**src/core/srp_pkg.sv**
```systemverilog
// Shared constants and carrier types for the serial register port.
// Assumes a single 125 MHz system clock and a synchronous active-high reset.
package srp_pkg;

  // Frame layout
  localparam logic [4:0] FRAME_BITS   = 5'h18;      // Bits in one frame
  localparam logic [4:0] ADDR_BITS    = 5'h08;      // Leading address byte
  localparam int         RW_POS       = 5;          // Direction bit inside address byte
  localparam int         ADDR_HI      = 20;         // Decoded address field in frame
  localparam int         ADDR_LO      = 16;
  localparam int         DATA_BITS    = 16;

  // Register offsets
  localparam logic [4:0] ADDR_RESULT  = 5'h00;
  localparam logic [4:0] ADDR_CTRL    = 5'h01;
  localparam logic [4:0] ADDR_MISC_A  = 5'h02;
  localparam logic [4:0] ADDR_MISC_B  = 5'h03;
  localparam logic [4:0] ADDR_POWER   = 5'h09;
  localparam logic [4:0] ADDR_ISW     = 5'h0A;
  localparam logic [4:0] ADDR_VSENSE  = 5'h0B;
  localparam logic [4:0] ADDR_QDEMOD  = 5'h0C;
  localparam logic [4:0] ADDR_LOADC   = 5'h0D;
  localparam logic [4:0] ADDR_EXFREQ  = 5'h0E;
  localparam logic [4:0] ADDR_POWER2  = 5'h0F;
  localparam logic [4:0] ADDR_ROUTE   = 5'h10;
  localparam logic [4:0] ADDR_MISC_C  = 5'h1A;

  // Values after reset
  localparam logic [15:0] RST_CTRL    = 16'h01C3;
  localparam logic [15:0] RST_MISC_A  = 16'h8000;
  localparam logic [15:0] RST_MISC_B  = 16'h7FFF;
  localparam logic [15:0] RST_ZERO    = 16'h0000;

  // Converter control fields
  localparam int CTRL_ONESHOT   = 15;
  localparam int CTRL_PAIR_HI   = 13;
  localparam int CTRL_PAIR_LO   = 11;
  localparam int CTRL_PD        = 7;
  localparam int CTRL_RATE_HI   = 6;
  localparam int CTRL_RATE_LO   = 4;

  // Power control fields
  localparam int PWR_DAC_OFF    = 3;
  localparam int PWR_CHIP_ON    = 2;
  localparam int PWR_IMP_ON     = 1;
  localparam int PWR_LOAD_ON    = 0;
  localparam int WATCH_HI       = 7;
  localparam int WATCH_LO       = 0;

  // Ready pulse timing
  localparam int CLK_PERIOD_NS     = 8;
  localparam int READY_PULSE_NS    = 8000;
  localparam int READY_PULSE_CYC   = (READY_PULSE_NS / CLK_PERIOD_NS < 1) ? 1 : READY_PULSE_NS / CLK_PERIOD_NS;
  localparam int PULSE_W           = $clog2(READY_PULSE_CYC + 1);

  typedef struct packed {
    logic       continuous;      // Converter free-running
    logic [2:0] input_pairing_select;
    logic [2:0] rate_select;
  } srp_conv_cfg_t;

  typedef struct packed {
    logic excitation_dac_off;
    logic chip_power_on;
    logic impedance_chain_on;
    logic load_cell_chain_on;
    logic supply_watch_active;
  } srp_power_t;

endpackage

```
**src/core/srp_serial_register_port.sv**
```systemverilog
// Serial slave port with the register map and conversion ready signalling.
// Assumes the converter runs on the same clock and reports each result with a pulse.
`timescale 1ns/100ps
// Notes on behaviour
// - Frames are 24 bits, MSB first, while selected
// - Address byte first, then sixteen data bits
// - Only frame bits 20 to 16 address
// - Bit 21 low writes data at frame end
// - Bit 21 high shifts data out from rise nine
// - Read frame also stores incoming data bits
// - Select high resets port, clock ignored
// - Serial input sampled on falling clock edges
// - Serial input is never driven here
// - Continuous mode gives 8 us ready pulse
// - Single-shot completion drives ready low
// - Single-shot returns to power-down after conversion
// - Result register read-only, full 16 bits
// - Control register field layout and defaults
// - Supply watch needs both enable bits
// - Power-down write ignored while converting
// - Mode bit reads zero while converting
module srp_serial_register_port (
  input  wire logic                   clock,
  input  wire logic                   rst,
  input  wire logic                   port_select_n,
  input  wire logic                   serial_clock,
  input  wire logic                   serial_in_line,
  input  wire logic                   conversion_done,
  input  wire logic [15:0]            conversion_value,
  output logic                        serial_out_line,
  output logic                        serial_out_en,
  output logic                        ready_n,
  output logic                        converter_run,
  output srp_pkg::srp_conv_cfg_t      conv_cfg,
  output srp_pkg::srp_power_t         power_cfg
);

  logic [2:0]                   pin_level;
  logic                         sel_n;
  logic                         sck;
  logic                         din;
  logic                         sck_prev;
  logic [4:0]                   fall_cnt;
  logic [4:0]                   rise_cnt;
  logic [22:0]                  shift_in;
  logic                         is_read;
  logic [15:0]                  rd_shift;
  logic                         busy;
  logic [srp_pkg::PULSE_W-1:0]  pulse_cnt;
  logic [15:0]                  regs [0:31];
  logic                         next_sck_prev;
  logic [4:0]                   next_fall_cnt;
  logic [4:0]                   next_rise_cnt;
  logic [22:0]                  next_shift_in;
  logic                         next_is_read;
  logic [15:0]                  next_rd_shift;
  logic                         next_sdo;
  logic                         next_busy;
  logic                         next_ready_n;
  logic [srp_pkg::PULSE_W-1:0]  next_pulse_cnt;
  logic [15:0]                  next_regs [0:31];
  logic                         sck_fall;
  logic                         sck_rise;
  logic [7:0]                   addr_byte;
  logic [23:0]                  frame_word;
  logic                         commit;
  logic [4:0]                   wr_addr;
  logic [15:0]                  wr_data;

  // Pins come from the master's domain; select idles high
  srp_pin_sync #(
    .WIDTH     (3),
    .RST_LEVEL (3'h4)
  ) u_pin_sync (
    .clock     (clock),
    .rst       (rst),
    .pin_raw   ({port_select_n, serial_clock, serial_in_line}),
    .pin_level (pin_level)
  );

  assign sel_n      = pin_level[2];
  assign sck        = pin_level[1];
  assign din        = pin_level[0];
  assign sck_fall   = sck_prev & ~sck;
  assign sck_rise   = ~sck_prev & sck;
  assign addr_byte  = {shift_in[6:0], din};
  assign frame_word = {shift_in, din};
  assign wr_addr    = frame_word[srp_pkg::ADDR_HI:srp_pkg::ADDR_LO];
  assign wr_data    = frame_word[srp_pkg::DATA_BITS-1:0];

  // Addresses that hold a register; the rest read as zero
  function automatic logic mapped(input logic [4:0] a);
    case (a)
      srp_pkg::ADDR_RESULT, srp_pkg::ADDR_CTRL, srp_pkg::ADDR_MISC_A, srp_pkg::ADDR_MISC_B,
      srp_pkg::ADDR_POWER, srp_pkg::ADDR_ISW, srp_pkg::ADDR_VSENSE, srp_pkg::ADDR_QDEMOD,
      srp_pkg::ADDR_LOADC, srp_pkg::ADDR_EXFREQ, srp_pkg::ADDR_POWER2, srp_pkg::ADDR_ROUTE,
      srp_pkg::ADDR_MISC_C: mapped = 1'b1;
      default: mapped = 1'b0;
    endcase
  endfunction

  function automatic logic [15:0] reset_value(input logic [4:0] a);
    case (a)
      srp_pkg::ADDR_CTRL:   reset_value = srp_pkg::RST_CTRL;
      srp_pkg::ADDR_MISC_A: reset_value = srp_pkg::RST_MISC_A;
      srp_pkg::ADDR_MISC_B: reset_value = srp_pkg::RST_MISC_B;
      default:              reset_value = srp_pkg::RST_ZERO;
    endcase
  endfunction

  // Read view: control status bits reflect a running conversion
  function automatic logic [15:0] read_value(input logic [4:0] a, input logic [15:0] stored, input logic run);
    logic [15:0] v;
    v = mapped(a) ? stored : 16'h0000;
    if (a == srp_pkg::ADDR_CTRL) begin
      v[srp_pkg::CTRL_ONESHOT] = ~run;
      v[srp_pkg::CTRL_PD]      = stored[srp_pkg::CTRL_PD] & ~run;
    end
    read_value = v;
  endfunction

  // Next state of the serial engine, register file and ready logic
  always_comb begin
    next_sck_prev  = sck;
    next_fall_cnt  = fall_cnt;
    next_rise_cnt  = rise_cnt;
    next_shift_in  = shift_in;
    next_is_read   = is_read;
    next_rd_shift  = rd_shift;
    next_sdo       = serial_out_line;
    next_busy      = busy;
    next_ready_n   = ready_n;
    next_pulse_cnt = pulse_cnt;
    commit         = 1'b0;
    for (int i = 0; i < 32; i++) begin
      next_regs[i] = regs[i];
    end
    if (sel_n) begin
      next_fall_cnt = 5'h00;
      next_rise_cnt = 5'h00;
      next_is_read  = 1'b0;
      next_sdo      = 1'b0;
    end else begin
      // Sample on falling edge, 24 per frame
      if (sck_fall && fall_cnt < srp_pkg::FRAME_BITS) begin
        next_shift_in = frame_word[22:0];
        next_fall_cnt = fall_cnt + 5'h01;
        if (fall_cnt == srp_pkg::ADDR_BITS - 5'h01) begin
          next_is_read  = addr_byte[srp_pkg::RW_POS];
          next_rd_shift = read_value(addr_byte[4:0], regs[addr_byte[4:0]], busy);
        end
        commit = (fall_cnt == srp_pkg::FRAME_BITS - 5'h01);
        // Frame end restarts count; select may stay low
        if (commit) begin
          next_fall_cnt = 5'h00;
          next_rise_cnt = 5'h00;
          next_is_read  = 1'b0;
        end
      end
      // Shift out on rising edges from the ninth
      if (sck_rise && rise_cnt < srp_pkg::FRAME_BITS) begin
        next_rise_cnt = rise_cnt + 5'h01;
        if (rise_cnt >= srp_pkg::ADDR_BITS && is_read) begin
          next_sdo      = rd_shift[15];
          next_rd_shift = {rd_shift[14:0], 1'b0};
        end
      end
    end
    // Store at frame end; reads store too; result is read-only
    if (commit && mapped(wr_addr) && wr_addr != srp_pkg::ADDR_RESULT) begin
      next_regs[wr_addr] = wr_data;
      if (wr_addr == srp_pkg::ADDR_CTRL) begin
        if (busy) begin
          // Mode and power-down held while converting
          next_regs[wr_addr][srp_pkg::CTRL_ONESHOT] = regs[wr_addr][srp_pkg::CTRL_ONESHOT];
          next_regs[wr_addr][srp_pkg::CTRL_PD]      = regs[wr_addr][srp_pkg::CTRL_PD];
        end else if (wr_data[srp_pkg::CTRL_ONESHOT] && wr_data[srp_pkg::CTRL_PD]) begin
          next_busy    = 1'b1;
          next_ready_n = 1'b1;
        end else if (!wr_data[srp_pkg::CTRL_PD]) begin
          next_ready_n = 1'b1;               // Leaving single-shot drops a held ready
        end
      end
    end
    // Continuous ready pulse countdown
    if (pulse_cnt != '0) begin
      next_pulse_cnt = pulse_cnt - 1'b1;
      if (pulse_cnt == 1) begin
        next_ready_n = 1'b1;
      end
    end
    if (conversion_done) begin
      next_regs[srp_pkg::ADDR_RESULT] = conversion_value;
      if (busy) begin
        next_busy    = 1'b0;
        next_ready_n = 1'b0;
      end else if (!regs[srp_pkg::ADDR_CTRL][srp_pkg::CTRL_PD]) begin
        next_ready_n   = 1'b0;
        next_pulse_cnt = srp_pkg::PULSE_W'(srp_pkg::READY_PULSE_CYC);
      end
    end
  end

  // Register all state; sync reset
  always_ff @(posedge clock) begin
    if (rst) begin
      sck_prev        <= 1'b0;
      fall_cnt        <= 5'h00;
      rise_cnt        <= 5'h00;
      shift_in        <= 23'h000000;
      is_read         <= 1'b0;
      rd_shift        <= 16'h0000;
      serial_out_line <= 1'b0;
      busy            <= 1'b0;
      ready_n         <= 1'b1;
      pulse_cnt       <= '0;
      for (int i = 0; i < 32; i++) begin
        regs[i] <= reset_value(5'(i));
      end
    end else begin
      sck_prev        <= next_sck_prev;
      fall_cnt        <= next_fall_cnt;
      rise_cnt        <= next_rise_cnt;
      shift_in        <= next_shift_in;
      is_read         <= next_is_read;
      rd_shift        <= next_rd_shift;
      serial_out_line <= next_sdo;
      busy            <= next_busy;
      ready_n         <= next_ready_n;
      pulse_cnt       <= next_pulse_cnt;
      for (int i = 0; i < 32; i++) begin
        regs[i] <= next_regs[i];
      end
    end
  end

  // Only the data output has an enable; off when deselected
  assign serial_out_en = ~sel_n & is_read & (rise_cnt > srp_pkg::ADDR_BITS);

  // Converter runs while free-running or during a single shot
  assign converter_run = busy | ~regs[srp_pkg::ADDR_CTRL][srp_pkg::CTRL_PD];

  assign conv_cfg.continuous           = ~regs[srp_pkg::ADDR_CTRL][srp_pkg::CTRL_PD];
  assign conv_cfg.input_pairing_select = regs[srp_pkg::ADDR_CTRL][srp_pkg::CTRL_PAIR_HI:srp_pkg::CTRL_PAIR_LO];
  assign conv_cfg.rate_select          = regs[srp_pkg::ADDR_CTRL][srp_pkg::CTRL_RATE_HI:srp_pkg::CTRL_RATE_LO];

  assign power_cfg.supply_watch_active = regs[srp_pkg::ADDR_POWER2][srp_pkg::WATCH_HI] &
                                         regs[srp_pkg::ADDR_POWER2][srp_pkg::WATCH_LO];
  assign power_cfg.excitation_dac_off  = regs[srp_pkg::ADDR_POWER][srp_pkg::PWR_DAC_OFF];
  assign power_cfg.chip_power_on       = regs[srp_pkg::ADDR_POWER][srp_pkg::PWR_CHIP_ON];
  assign power_cfg.impedance_chain_on  = regs[srp_pkg::ADDR_POWER][srp_pkg::PWR_IMP_ON];
  assign power_cfg.load_cell_chain_on  = regs[srp_pkg::ADDR_POWER][srp_pkg::PWR_LOAD_ON];

  // Checks kept beside the logic
  a_idle_output: assert property (@(posedge clock) disable iff (rst)
    sel_n |=> !serial_out_en && !serial_out_line)
    else $error("data output active while deselected");

  a_frame_cap: assert property (@(posedge clock) disable iff (rst)
    (sck_fall && !sel_n && fall_cnt == srp_pkg::FRAME_BITS - 5'h01) |=> fall_cnt == 5'h00 && !is_read)
    else $error("bit count not restarted at frame end");

  a_write_store: assert property (@(posedge clock) disable iff (rst)
    (commit && wr_addr == srp_pkg::ADDR_MISC_A) |=> regs[srp_pkg::ADDR_MISC_A] == $past(wr_data))
    else $error("written data not stored");

  a_result_ro: assert property (@(posedge clock) disable iff (rst)
    (!conversion_done) |=> regs[srp_pkg::ADDR_RESULT] == $past(regs[srp_pkg::ADDR_RESULT]))
    else $error("result changed without a conversion");

  a_read_start: assert property (@(posedge clock) disable iff (rst)
    (sck_rise && !sel_n && is_read && rise_cnt == srp_pkg::ADDR_BITS) |=> serial_out_en
      && serial_out_line == $past(rd_shift[15]))
    else $error("read data not driven at ninth rise");

  a_ready_pulse: assert property (@(posedge clock) disable iff (rst)
    (conversion_done && !busy && conv_cfg.continuous) |=> !ready_n
      && pulse_cnt == srp_pkg::PULSE_W'(srp_pkg::READY_PULSE_CYC))
    else $error("continuous ready pulse not started");

  a_pulse_end: assert property (@(posedge clock) disable iff (rst)
    (pulse_cnt == 1 && !conversion_done) |=> ready_n)
    else $error("ready pulse did not end on time");

  a_oneshot_done: assert property (@(posedge clock) disable iff (rst)
    (busy && conversion_done) |=> (!busy && !ready_n && !converter_run)[*2])
    else $error("single shot did not power down");

  a_pd_ignored: assert property (@(posedge clock) disable iff (rst)
    (busy && !conversion_done) |=> busy)
    else $error("busy cleared without conversion end");

  a_status_bit: assert property (@(posedge clock) disable iff (rst)
    (sck_fall && !sel_n && fall_cnt == srp_pkg::ADDR_BITS - 5'h01 && busy
      && addr_byte[4:0] == srp_pkg::ADDR_CTRL) |=> !rd_shift[15])
    else $error("mode bit reads idle while converting");

endmodule

```
**src/core/srp_pin_sync.sv**
```systemverilog
// Three-stage synchroniser for asynchronous pin inputs.
// A change is accepted once the second and third stages agree.
`timescale 1ns/100ps
module srp_pin_sync #(
  parameter int                 WIDTH     = 1,
  parameter logic [WIDTH-1:0]   RST_LEVEL = '0
) (
  input  wire logic             clock,
  input  wire logic             rst,
  input  wire logic [WIDTH-1:0] pin_raw,
  output logic      [WIDTH-1:0] pin_level
);

  logic [WIDTH-1:0] stage1;
  logic [WIDTH-1:0] stage2;
  logic [WIDTH-1:0] stage3;
  logic [WIDTH-1:0] next_level;

  // Hold the old level while the two later stages disagree
  always_comb begin
    next_level = (stage2 & stage3) | (pin_level & (stage2 | stage3));
  end

  // Stage one feeds stage two only, never the filter
  always_ff @(posedge clock) begin
    if (rst) begin
      stage1    <= RST_LEVEL;
      stage2    <= RST_LEVEL;
      stage3    <= RST_LEVEL;
      pin_level <= RST_LEVEL;
    end else begin
      stage1    <= pin_raw;
      stage2    <= stage1;
      stage3    <= stage2;
      pin_level <= next_level;
    end
  end

endmodule

```
**config.mk**
```make
export PLATFORM = sky130hd
export DESIGN_NAME = srp_serial_register_port
export DESIGN_NICKNAME = d
export VERILOG_FILES = /design/src/core/srp_pkg.sv /design/src/core/srp_serial_register_port.sv /design/src/core/srp_pin_sync.sv
export SDC_FILE = /design/constraint.sdc
export NUM_CORES = 1
export LEC_CHECK = 0
export BUFFER_PORTS_ARGS = -buffer_cell sky130_fd_sc_hd__buf_2
export CORE_MARGIN = 2
export CORE_UTILIZATION = 40
export CTS_CLUSTER_SIZE = 16
export DETAILED_ROUTE_END_ITERATION = 12
export PLACE_DENSITY = 0.59
export SLEW_MARGIN = 20
export SYNTH_ARGS = -nofsm -noshare
export SYNTH_HDL_FRONTEND = slang
export SYNTH_SLANG_ARGS = --single-unit
export TNS_END_PERCENT = 1
```
**constraint.sdc**
```tcl
create_clock -name clock -period 2.57 [get_ports clock]
set_input_delay 0.257 -clock clock [delete_from_list [all_inputs] [get_ports clock]]
set_output_delay 0.257 -clock clock [all_outputs]
set_load 0.01 [all_outputs]
```
# Yosys cells after proc, flatten, opt, wreduce, memory -nomap -nowiden
# Memories as Yosys holds them, arrays and structs flattened. A register that Yosys moved wholly into a read port is not among the register bits.
# Index checks and enable logic that the tools add are counted.
# Widths: inputs -> output; s select.
totals:
  ff_bits: 73
  mem_bits_rw: 512
  romBits: 64
  input_bits: 22
  wordCells: 191
  memories: 3
classes:
  addsub: 3
  order_cmp: 6
  n_eq_ne: 5
  muxes: 94
  bitwise: 49
  n_reduce_logical: 17
memory_table:
  columns: ["name", "depth", "width", "read_ports", "rd_ports_with_merged_regs", "wr", "line_no", "rtl"]
  rows:
  - ["regs", 32, 16, 34, 1, 32, "srp_serial_register_port.sv:50", "logic [15:0] regs [0:31];"]
  - ["(no name shown)", 32, 1, 1, 0, 0, "srp_serial_register_port.sv:93", "case (a)"]
  - ["(no name shown)", 32, 1, 1, 1, 0, "srp_serial_register_port.sv:93", null]
ops:
  columns: ["op", "n"]
  rows:
  - ["$bwmux 512", 3]
  - ["$mux 512", 3]
  - ["$mux 16", 44]
  - ["$demux 16 s5", 3]
  - ["$mux 10", 4]
  - ["$mux 5", 8]
  - ["$or 1x1->1", 33]
  - ["$mux 1", 28]
  - ["$add 5x1->5 const B", 2]
  - ["$eq 10x1->1 const B", 1]
  - ["$eq 5x1->1 const B", 2]
  - ["$lt 5x5->1 const B", 2]
  - ["$reduce_bool 10->1", 1]
  - ["$sub 10x1->10 const B", 1]
  - ["$mux 8", 1]
  - ["$reduce_and 2->1", 4]
  - ["$logic_and 1x1->1", 7]
  - ["$and 1x1->1", 6]
  - ["$and 3x3->3", 2]
  - ["$ge 6x6->1 const B", 1]
  - ["$lt 6x1->1 const B", 1]
  - ["$not 5->6", 1]
  - ["$or 3x3->3", 2]
  - ["$reduce_bool 2->1", 3]
  - ["7 further kinds", 11]

# Longest topological paths before layout
logic_depth:
  word_depth: 13
  ltp_mapped: 10
  mapped_depth_nobuf: 7

# By module
# A second synthesis with hierarchy kept.
unflattened:
  hier_cells: 2936
  hier_area_um2: 27254.9
by_module_without_submodules:
  columns: ["mod", "instances", "cells_each", "area_each_um2", "seq_area_each_um2"]
  rows:
  - ["srp_serial_register_port", 1, 2905, 26902.1, 11511.0]
  - ["srp_pin_sync", 1, 31, 352.8, 240.2]

# Least setup slack after synthesis
# Ideal clock, no wire load.
synth_path:
  path_kind: "register to register"
  start: "register u_pin_sync.pin_level[0]"
  end: "register rd_shift[7]"
  setup_ps: 131
  t_arrival_ps: 2144
  required_time_ps: 2439
  setup_slack_ps: 295
  path_stages_with_launch: 10
  path_cell_list: "dfxtp_1 buf_2 buf_2 buf_2 buf_4 mux4_2 a22oi_1 nand2_1 a2bb2oi_1 o21ai_0"
synth_between:
  elab_chain_cells: 10
  word_cells_on_any_way: 13
synth_lines:
  columns: ["element", "line_no", "rtl"]
  rows:
  - ["from (decl)", "srp_pin_sync.sv:11", "output logic [WIDTH-1:0] pin_level"]
  - ["from (signal assigned)", "srp_pin_sync.sv:35", "pin_level <= next_level;"]
  - ["$mem_v2 32x1", null, null]
  - ["$mux 1", "srp_serial_register_port.sv:148", "if (fall_cnt == srp_pkg::ADDR_BITS - 5'h01) begin"]
  - ["$mux 1", "srp_serial_register_port.sv:145", "if (sck_fall && fall_cnt < srp_pkg::FRAME_BITS) begin"]
  - ["$mux 1", "srp_serial_register_port.sv:138", "if (sel_n) begin"]
  - ["$mux 16", "srp_serial_register_port.sv:114", "v = mapped(a) ? stored : 16'h0000;"]
  - ["$mux 1 *", "srp_serial_register_port.sv:115", "if (a == srp_pkg::ADDR_CTRL) begin"]
  - ["$mux 16 *", "srp_serial_register_port.sv:148", null]
  - ["$mux 16 *", "srp_serial_register_port.sv:145", null]
  - ["$mux 16", "srp_serial_register_port.sv:163", "if (rise_cnt >= srp_pkg::ADDR_BITS && is_read) begin"]
  - ["$mux 16 *", "srp_serial_register_port.sv:161", "if (sck_rise && rise_cnt < srp_pkg::FRAME_BITS) begin"]
  - ["to (signal assigned)", "srp_serial_register_port.sv:226", "rd_shift <= next_rd_shift;"]
  - ["to (decl)", "srp_serial_register_port.sv:47", "logic [15:0] rd_shift;"]
# Mark *: on every way between the ends. The rest lies on a longest branch, timed or not. The select of a mux whose other input is x is not followed.
# A chain may end at the register's enable or synchronous reset.

==> impl_metrics.csv <==
group,metric,value,unit
critical_path,crit_path_max_incr_delay,0.73,ns
route,routedWlPerCell,20.6,um
pwr,p_leak,0.00837,uW
timing,fin_ws,0.122,ns
logic_synthesis,synth_ff_type,"dfxtp_1",
min_path,hp-class,"in -> reg",
critical_path,worst-path-buf-inv,0,
logic_synthesis,synth_area_leaders,"dfxtp_1 44%, nand2_1 12%, mux4_2 12%, a21oi_1 7.5%, mux2i_1 2.5%",
critical_path,critPathTopFamily,"simple AND/OR/NAND/NOR gates",
route,drtPass1Iterations,6,
critical_path,worstReg2RegStart,"fall_cnt[0]$_SDFFE_PP0N_",
route,ant_nets,0,
critical_path,crit_arrival,2.95,ns
logic_synthesis,synth_area_per_cell,8.86,um2
timing,slew_violations,0,
floorplan,die_area,0.0577,mm2
placed_design,hpwl,44000,um
placed_design,pre_cts_ws,0.0186,ns
global_route,grt_max_degree,205,
route,wl,67400,um
clock_tree,clockBufferDepth,3,
floorplan,rows,86,
clock_tree,numCtsBuffers,51,
min_path,holdPathEnd,"ready_n$_SDFF_PP1_",
logic_synthesis,yosys_warnings,0,
timing,fmax,0.409,GHz
logic_synthesis,netlist_area,0.0223,mm2
route,vias,18400,
finish,layout-drive-gt1-share,18.0,%
global_route,antenna_found_initial,1,
finish,fillCellCount,5183,
finish,seqCellArea,0.00980,mm2
logic_synthesis,synth_cell_types,68,
critical_path,timing.rr.end,"regs[12][12]$_SDFFE_PP0P_",
logic_synthesis,ys_async_sr_fraction,0,%
logic_synthesis,synth_most_common_cell,"nand2_1",
timing,min_period_over_period,95.2,%
timing,setup_viol,0,
critical_path,required,3.07,ns
pwr,p_per_area,629,mW/mm2
logic_synthesis,synth_common_cells,"712 x nand2_1, 489 x dfxtp_1, 333 x a21oi_1, 137 x clkbuf_1, 118 x mux4_2",
finish,syn_to_final_growth,13.1,%
clock_tree,cts_sinks,489,
timing,rsz0062_at_grt,"no",
floorplan,die_h,240,um
route,via_per_inst,5.62,
timing,finalHoldViolations,0,
timing,maxSlewHeadroom,29.9,%
global_route,grt_pass1_vias,17500,
finish,post-route-util,45.8,%
clock_tree,path_clk_slew,0.06,ns
clock_tree,clock_latency,0.60,ns
placed_design,io_buffer_count,37,
logic_synthesis,syn_inst,2519,
floorplan,die_w,240,um
floorplan,io_pins,38,
global_route,grt-ovfl-total,0,
critical_path,reg2reg_depth,7,
placed_design,gp_congestion,0.897,
critical_path,start_kind,"flop",
finish,diodes,0,
route,drt_iter0_markers,1604,
finish,nets,2514,
clock_tree,cts_tree,"yes",
outcome,outcome,"complete, no violations",
logic_synthesis,synth_seq_cells,489,
floorplan,core,0.0551,mm2
timing,tns,0,ns
clock_tree,htreeDepth,2,
logic_synthesis,seq_area_frac_synth,43.9,%
job,cap_violations,0,
clock_tree,postCtsSetupBuffers,0,
logic_synthesis,synth_top_area_share,43.9,%
critical_path,path_class,"reg -> reg",
finish,multi_input_area,0.0112,mm2
timing,worst_slew_pin_slew,1.05,ns
logic_synthesis,syn-num-nets,2546,
global_route,grt_pass1_wl,104000,um
pwr,peakVddDrop,0.500,mV
clock_tree,cts_root_buffer,"clkbuf_16",
critical_path,crit_slowest_cell,"or4_4",
global_route,track_usage,23.3,%
timing,final.setup_skew,0.0236,ns
logic_synthesis,synth-edff-count,0,
logic_synthesis,synth_top_area_cell,"dfxtp_1",
critical_path,crit_chain,"ha_1 > and4b_1 > nand4_4 > or4_4 > nor2_8 > nand2_2 > a21oi_2",
min_path,hold_depth,3,
min_path,hold_start,"conversion_done",
critical_path,worstPathMaxFanout,14,
critical_path,end_kind,"flop",
timing,fin_crit,2.45,ns
floorplan,start_util,40.5,%
route,drc,0,
critical_path,ff2ff_setup_slack,0.12,ns
## how the worst max path moves through the flow
stage                                  startpoint                         to  slack [ns]  depth (start not counted)
2_1_floorplan  u_pin_sync.pin_level[0]$_SDFF_PP0_   rd_shift[7]$_SDFFE_PP0N_        0.29                          9
6_report                 fall_cnt[0]$_SDFFE_PP0N_  regs[12][12]$_SDFFE_PP0P_        0.12                          7
4_1_cts                  fall_cnt[0]$_SDFFE_PP0N_   regs[24][1]$_SDFFE_PP0P_        0.14                          7
3_3_place_gp             fall_cnt[0]$_SDFFE_PP0N_   rd_shift[6]$_SDFFE_PP0N_        0.16                          9
3_5_place_dp             fall_cnt[0]$_SDFFE_PP0N_   rd_shift[1]$_SDFFE_PP0N_        0.02                          9
5_1_grt                  fall_cnt[0]$_SDFFE_PP0N_   regs[3][12]$_SDFFE_PP1P_        0.01                          7
## through the flow
stage                     total power [uW]  hold WS [ns]  area (um2)  std cells
after floorplan                       8420         0.361       22300       2519
after global placement                8560         0.402       23400       3162
after detailed placement              8580         0.405       23400       3162
after CTS                            16000        0.0602       25200       3269
after global routing                 16400        0.0888       25200       3269
final                                15900        0.0813       25200       3269
## cells in the final DEF (no fill, tap or decap), types with 6 or more instances in the layout
cell | Yosys | routed
nand3b_1 | 72 | 72
inv_1 | 20 | 20
a22oi_1 | 27 | 27
xor2_1 | 10 | 10
nand2b_1 | 6 | 6
nor2b_1 | 19 | 19
clkbuf_1 | 137 | 7
nand2_2 | 33 | 33
mux2i_1 | 56 | 56
clkbuf_16 | 0 | 52
nand2_1 | 712 | 712
a211o_1 | 15 | 15
clkbuf_8 | 0 | 16
o21ai_0 | 76 | 76
buf_12 | 5 | 22
mux4_2 | 118 | 118
nand3_1 | 15 | 15
nor3_1 | 12 | 11
dlygate4sd3_1 | 0 | 20
buf_4 | 26 | 100
a21oi_1 | 333 | 333
or2_2 | 6 | 6
nor3b_1 | 6 | 6
buf_2 | 76 | 36
clkinv_2 | 0 | 7
o22a_1 | 12 | 12
and2_0 | 8 | 8
dfxtp_1 | 489 | 485
and2_1 | 15 | 15
a21oi_2 | 33 | 33
nor2_1 | 71 | 71
nor2_8 | 7 | 7
## worst min-delay path: cells and delay by family
kind	cells	cell delay [ns]
AOI/OAI and AO/OA	1	0.10
buffers and inverters	1	0.20
and+or+nand+nor	1	0.09
## registers in the layout, summed over array words and instances, names as in the netlist, named ones only
| name | cells |
|---|---|
| busy | 1 |
| fall_cnt | 5 |
| is_read | 1 |
| pulse_cnt | 10 |
| rd_shift | 16 |
| ready_n | 1 |
| regs | 410 |
| rise_cnt | 5 |
| sck_prev | 1 |
| serial_out_line | 1 |
| shift_in | 20 |
| u_pin_sync.pin_level | 3 |
| u_pin_sync.stage1 | 3 |
| u_pin_sync.stage2 | 3 |
| u_pin_sync.stage3 | 3 |
## area by class of cell
type,count,share of cell area (%)
Multi-Input combinational cell,1746,44.2
Tap cell,748,3.71
Clock inverter,12,0.506
Sequential cell,489,38.8
Clock buffer,75,6.13
Inverter,20,0.298
Timing Repair Buffer,179,6.29
## power breakdown
| group | switching, uW | leakage [uW] | internal [uW] |
|---|---|---|---|
| Sequential | 75.1 | 0.00395 | 7660 |
| Clock | 3080 | 0.000831 | 4340 |
| Combinational | 413 | 0.00359 | 291 |
| Total | 3570 | 0.00837 | 12300 |
## cells by family after synthesis
family / share of synthesized area (%)
flops: 43.9
xor+xnor: 0.471
mux: 14.6
fa+ha+maj: 0.280
buf+inv: 6.13
compound gates: 13.6
simple gates: 21.1
## timing repair
action                                  4_1_cts  5_1_grt
endpoints found under the setup margin        1        0
hold endpoints to repair                     26        0
hold buffers                                 20        0
resized for setup                             1        0
## per-layer routing
layer | track usage [%] | routed length, um
met1 | 30.7 | 28400
met2 | 39.2 | 32900
met3 | 3.72 | 4290
met4 | 7.11 | 1790
met5 | 0 | 13
Power figures use the tool's default switching activity.
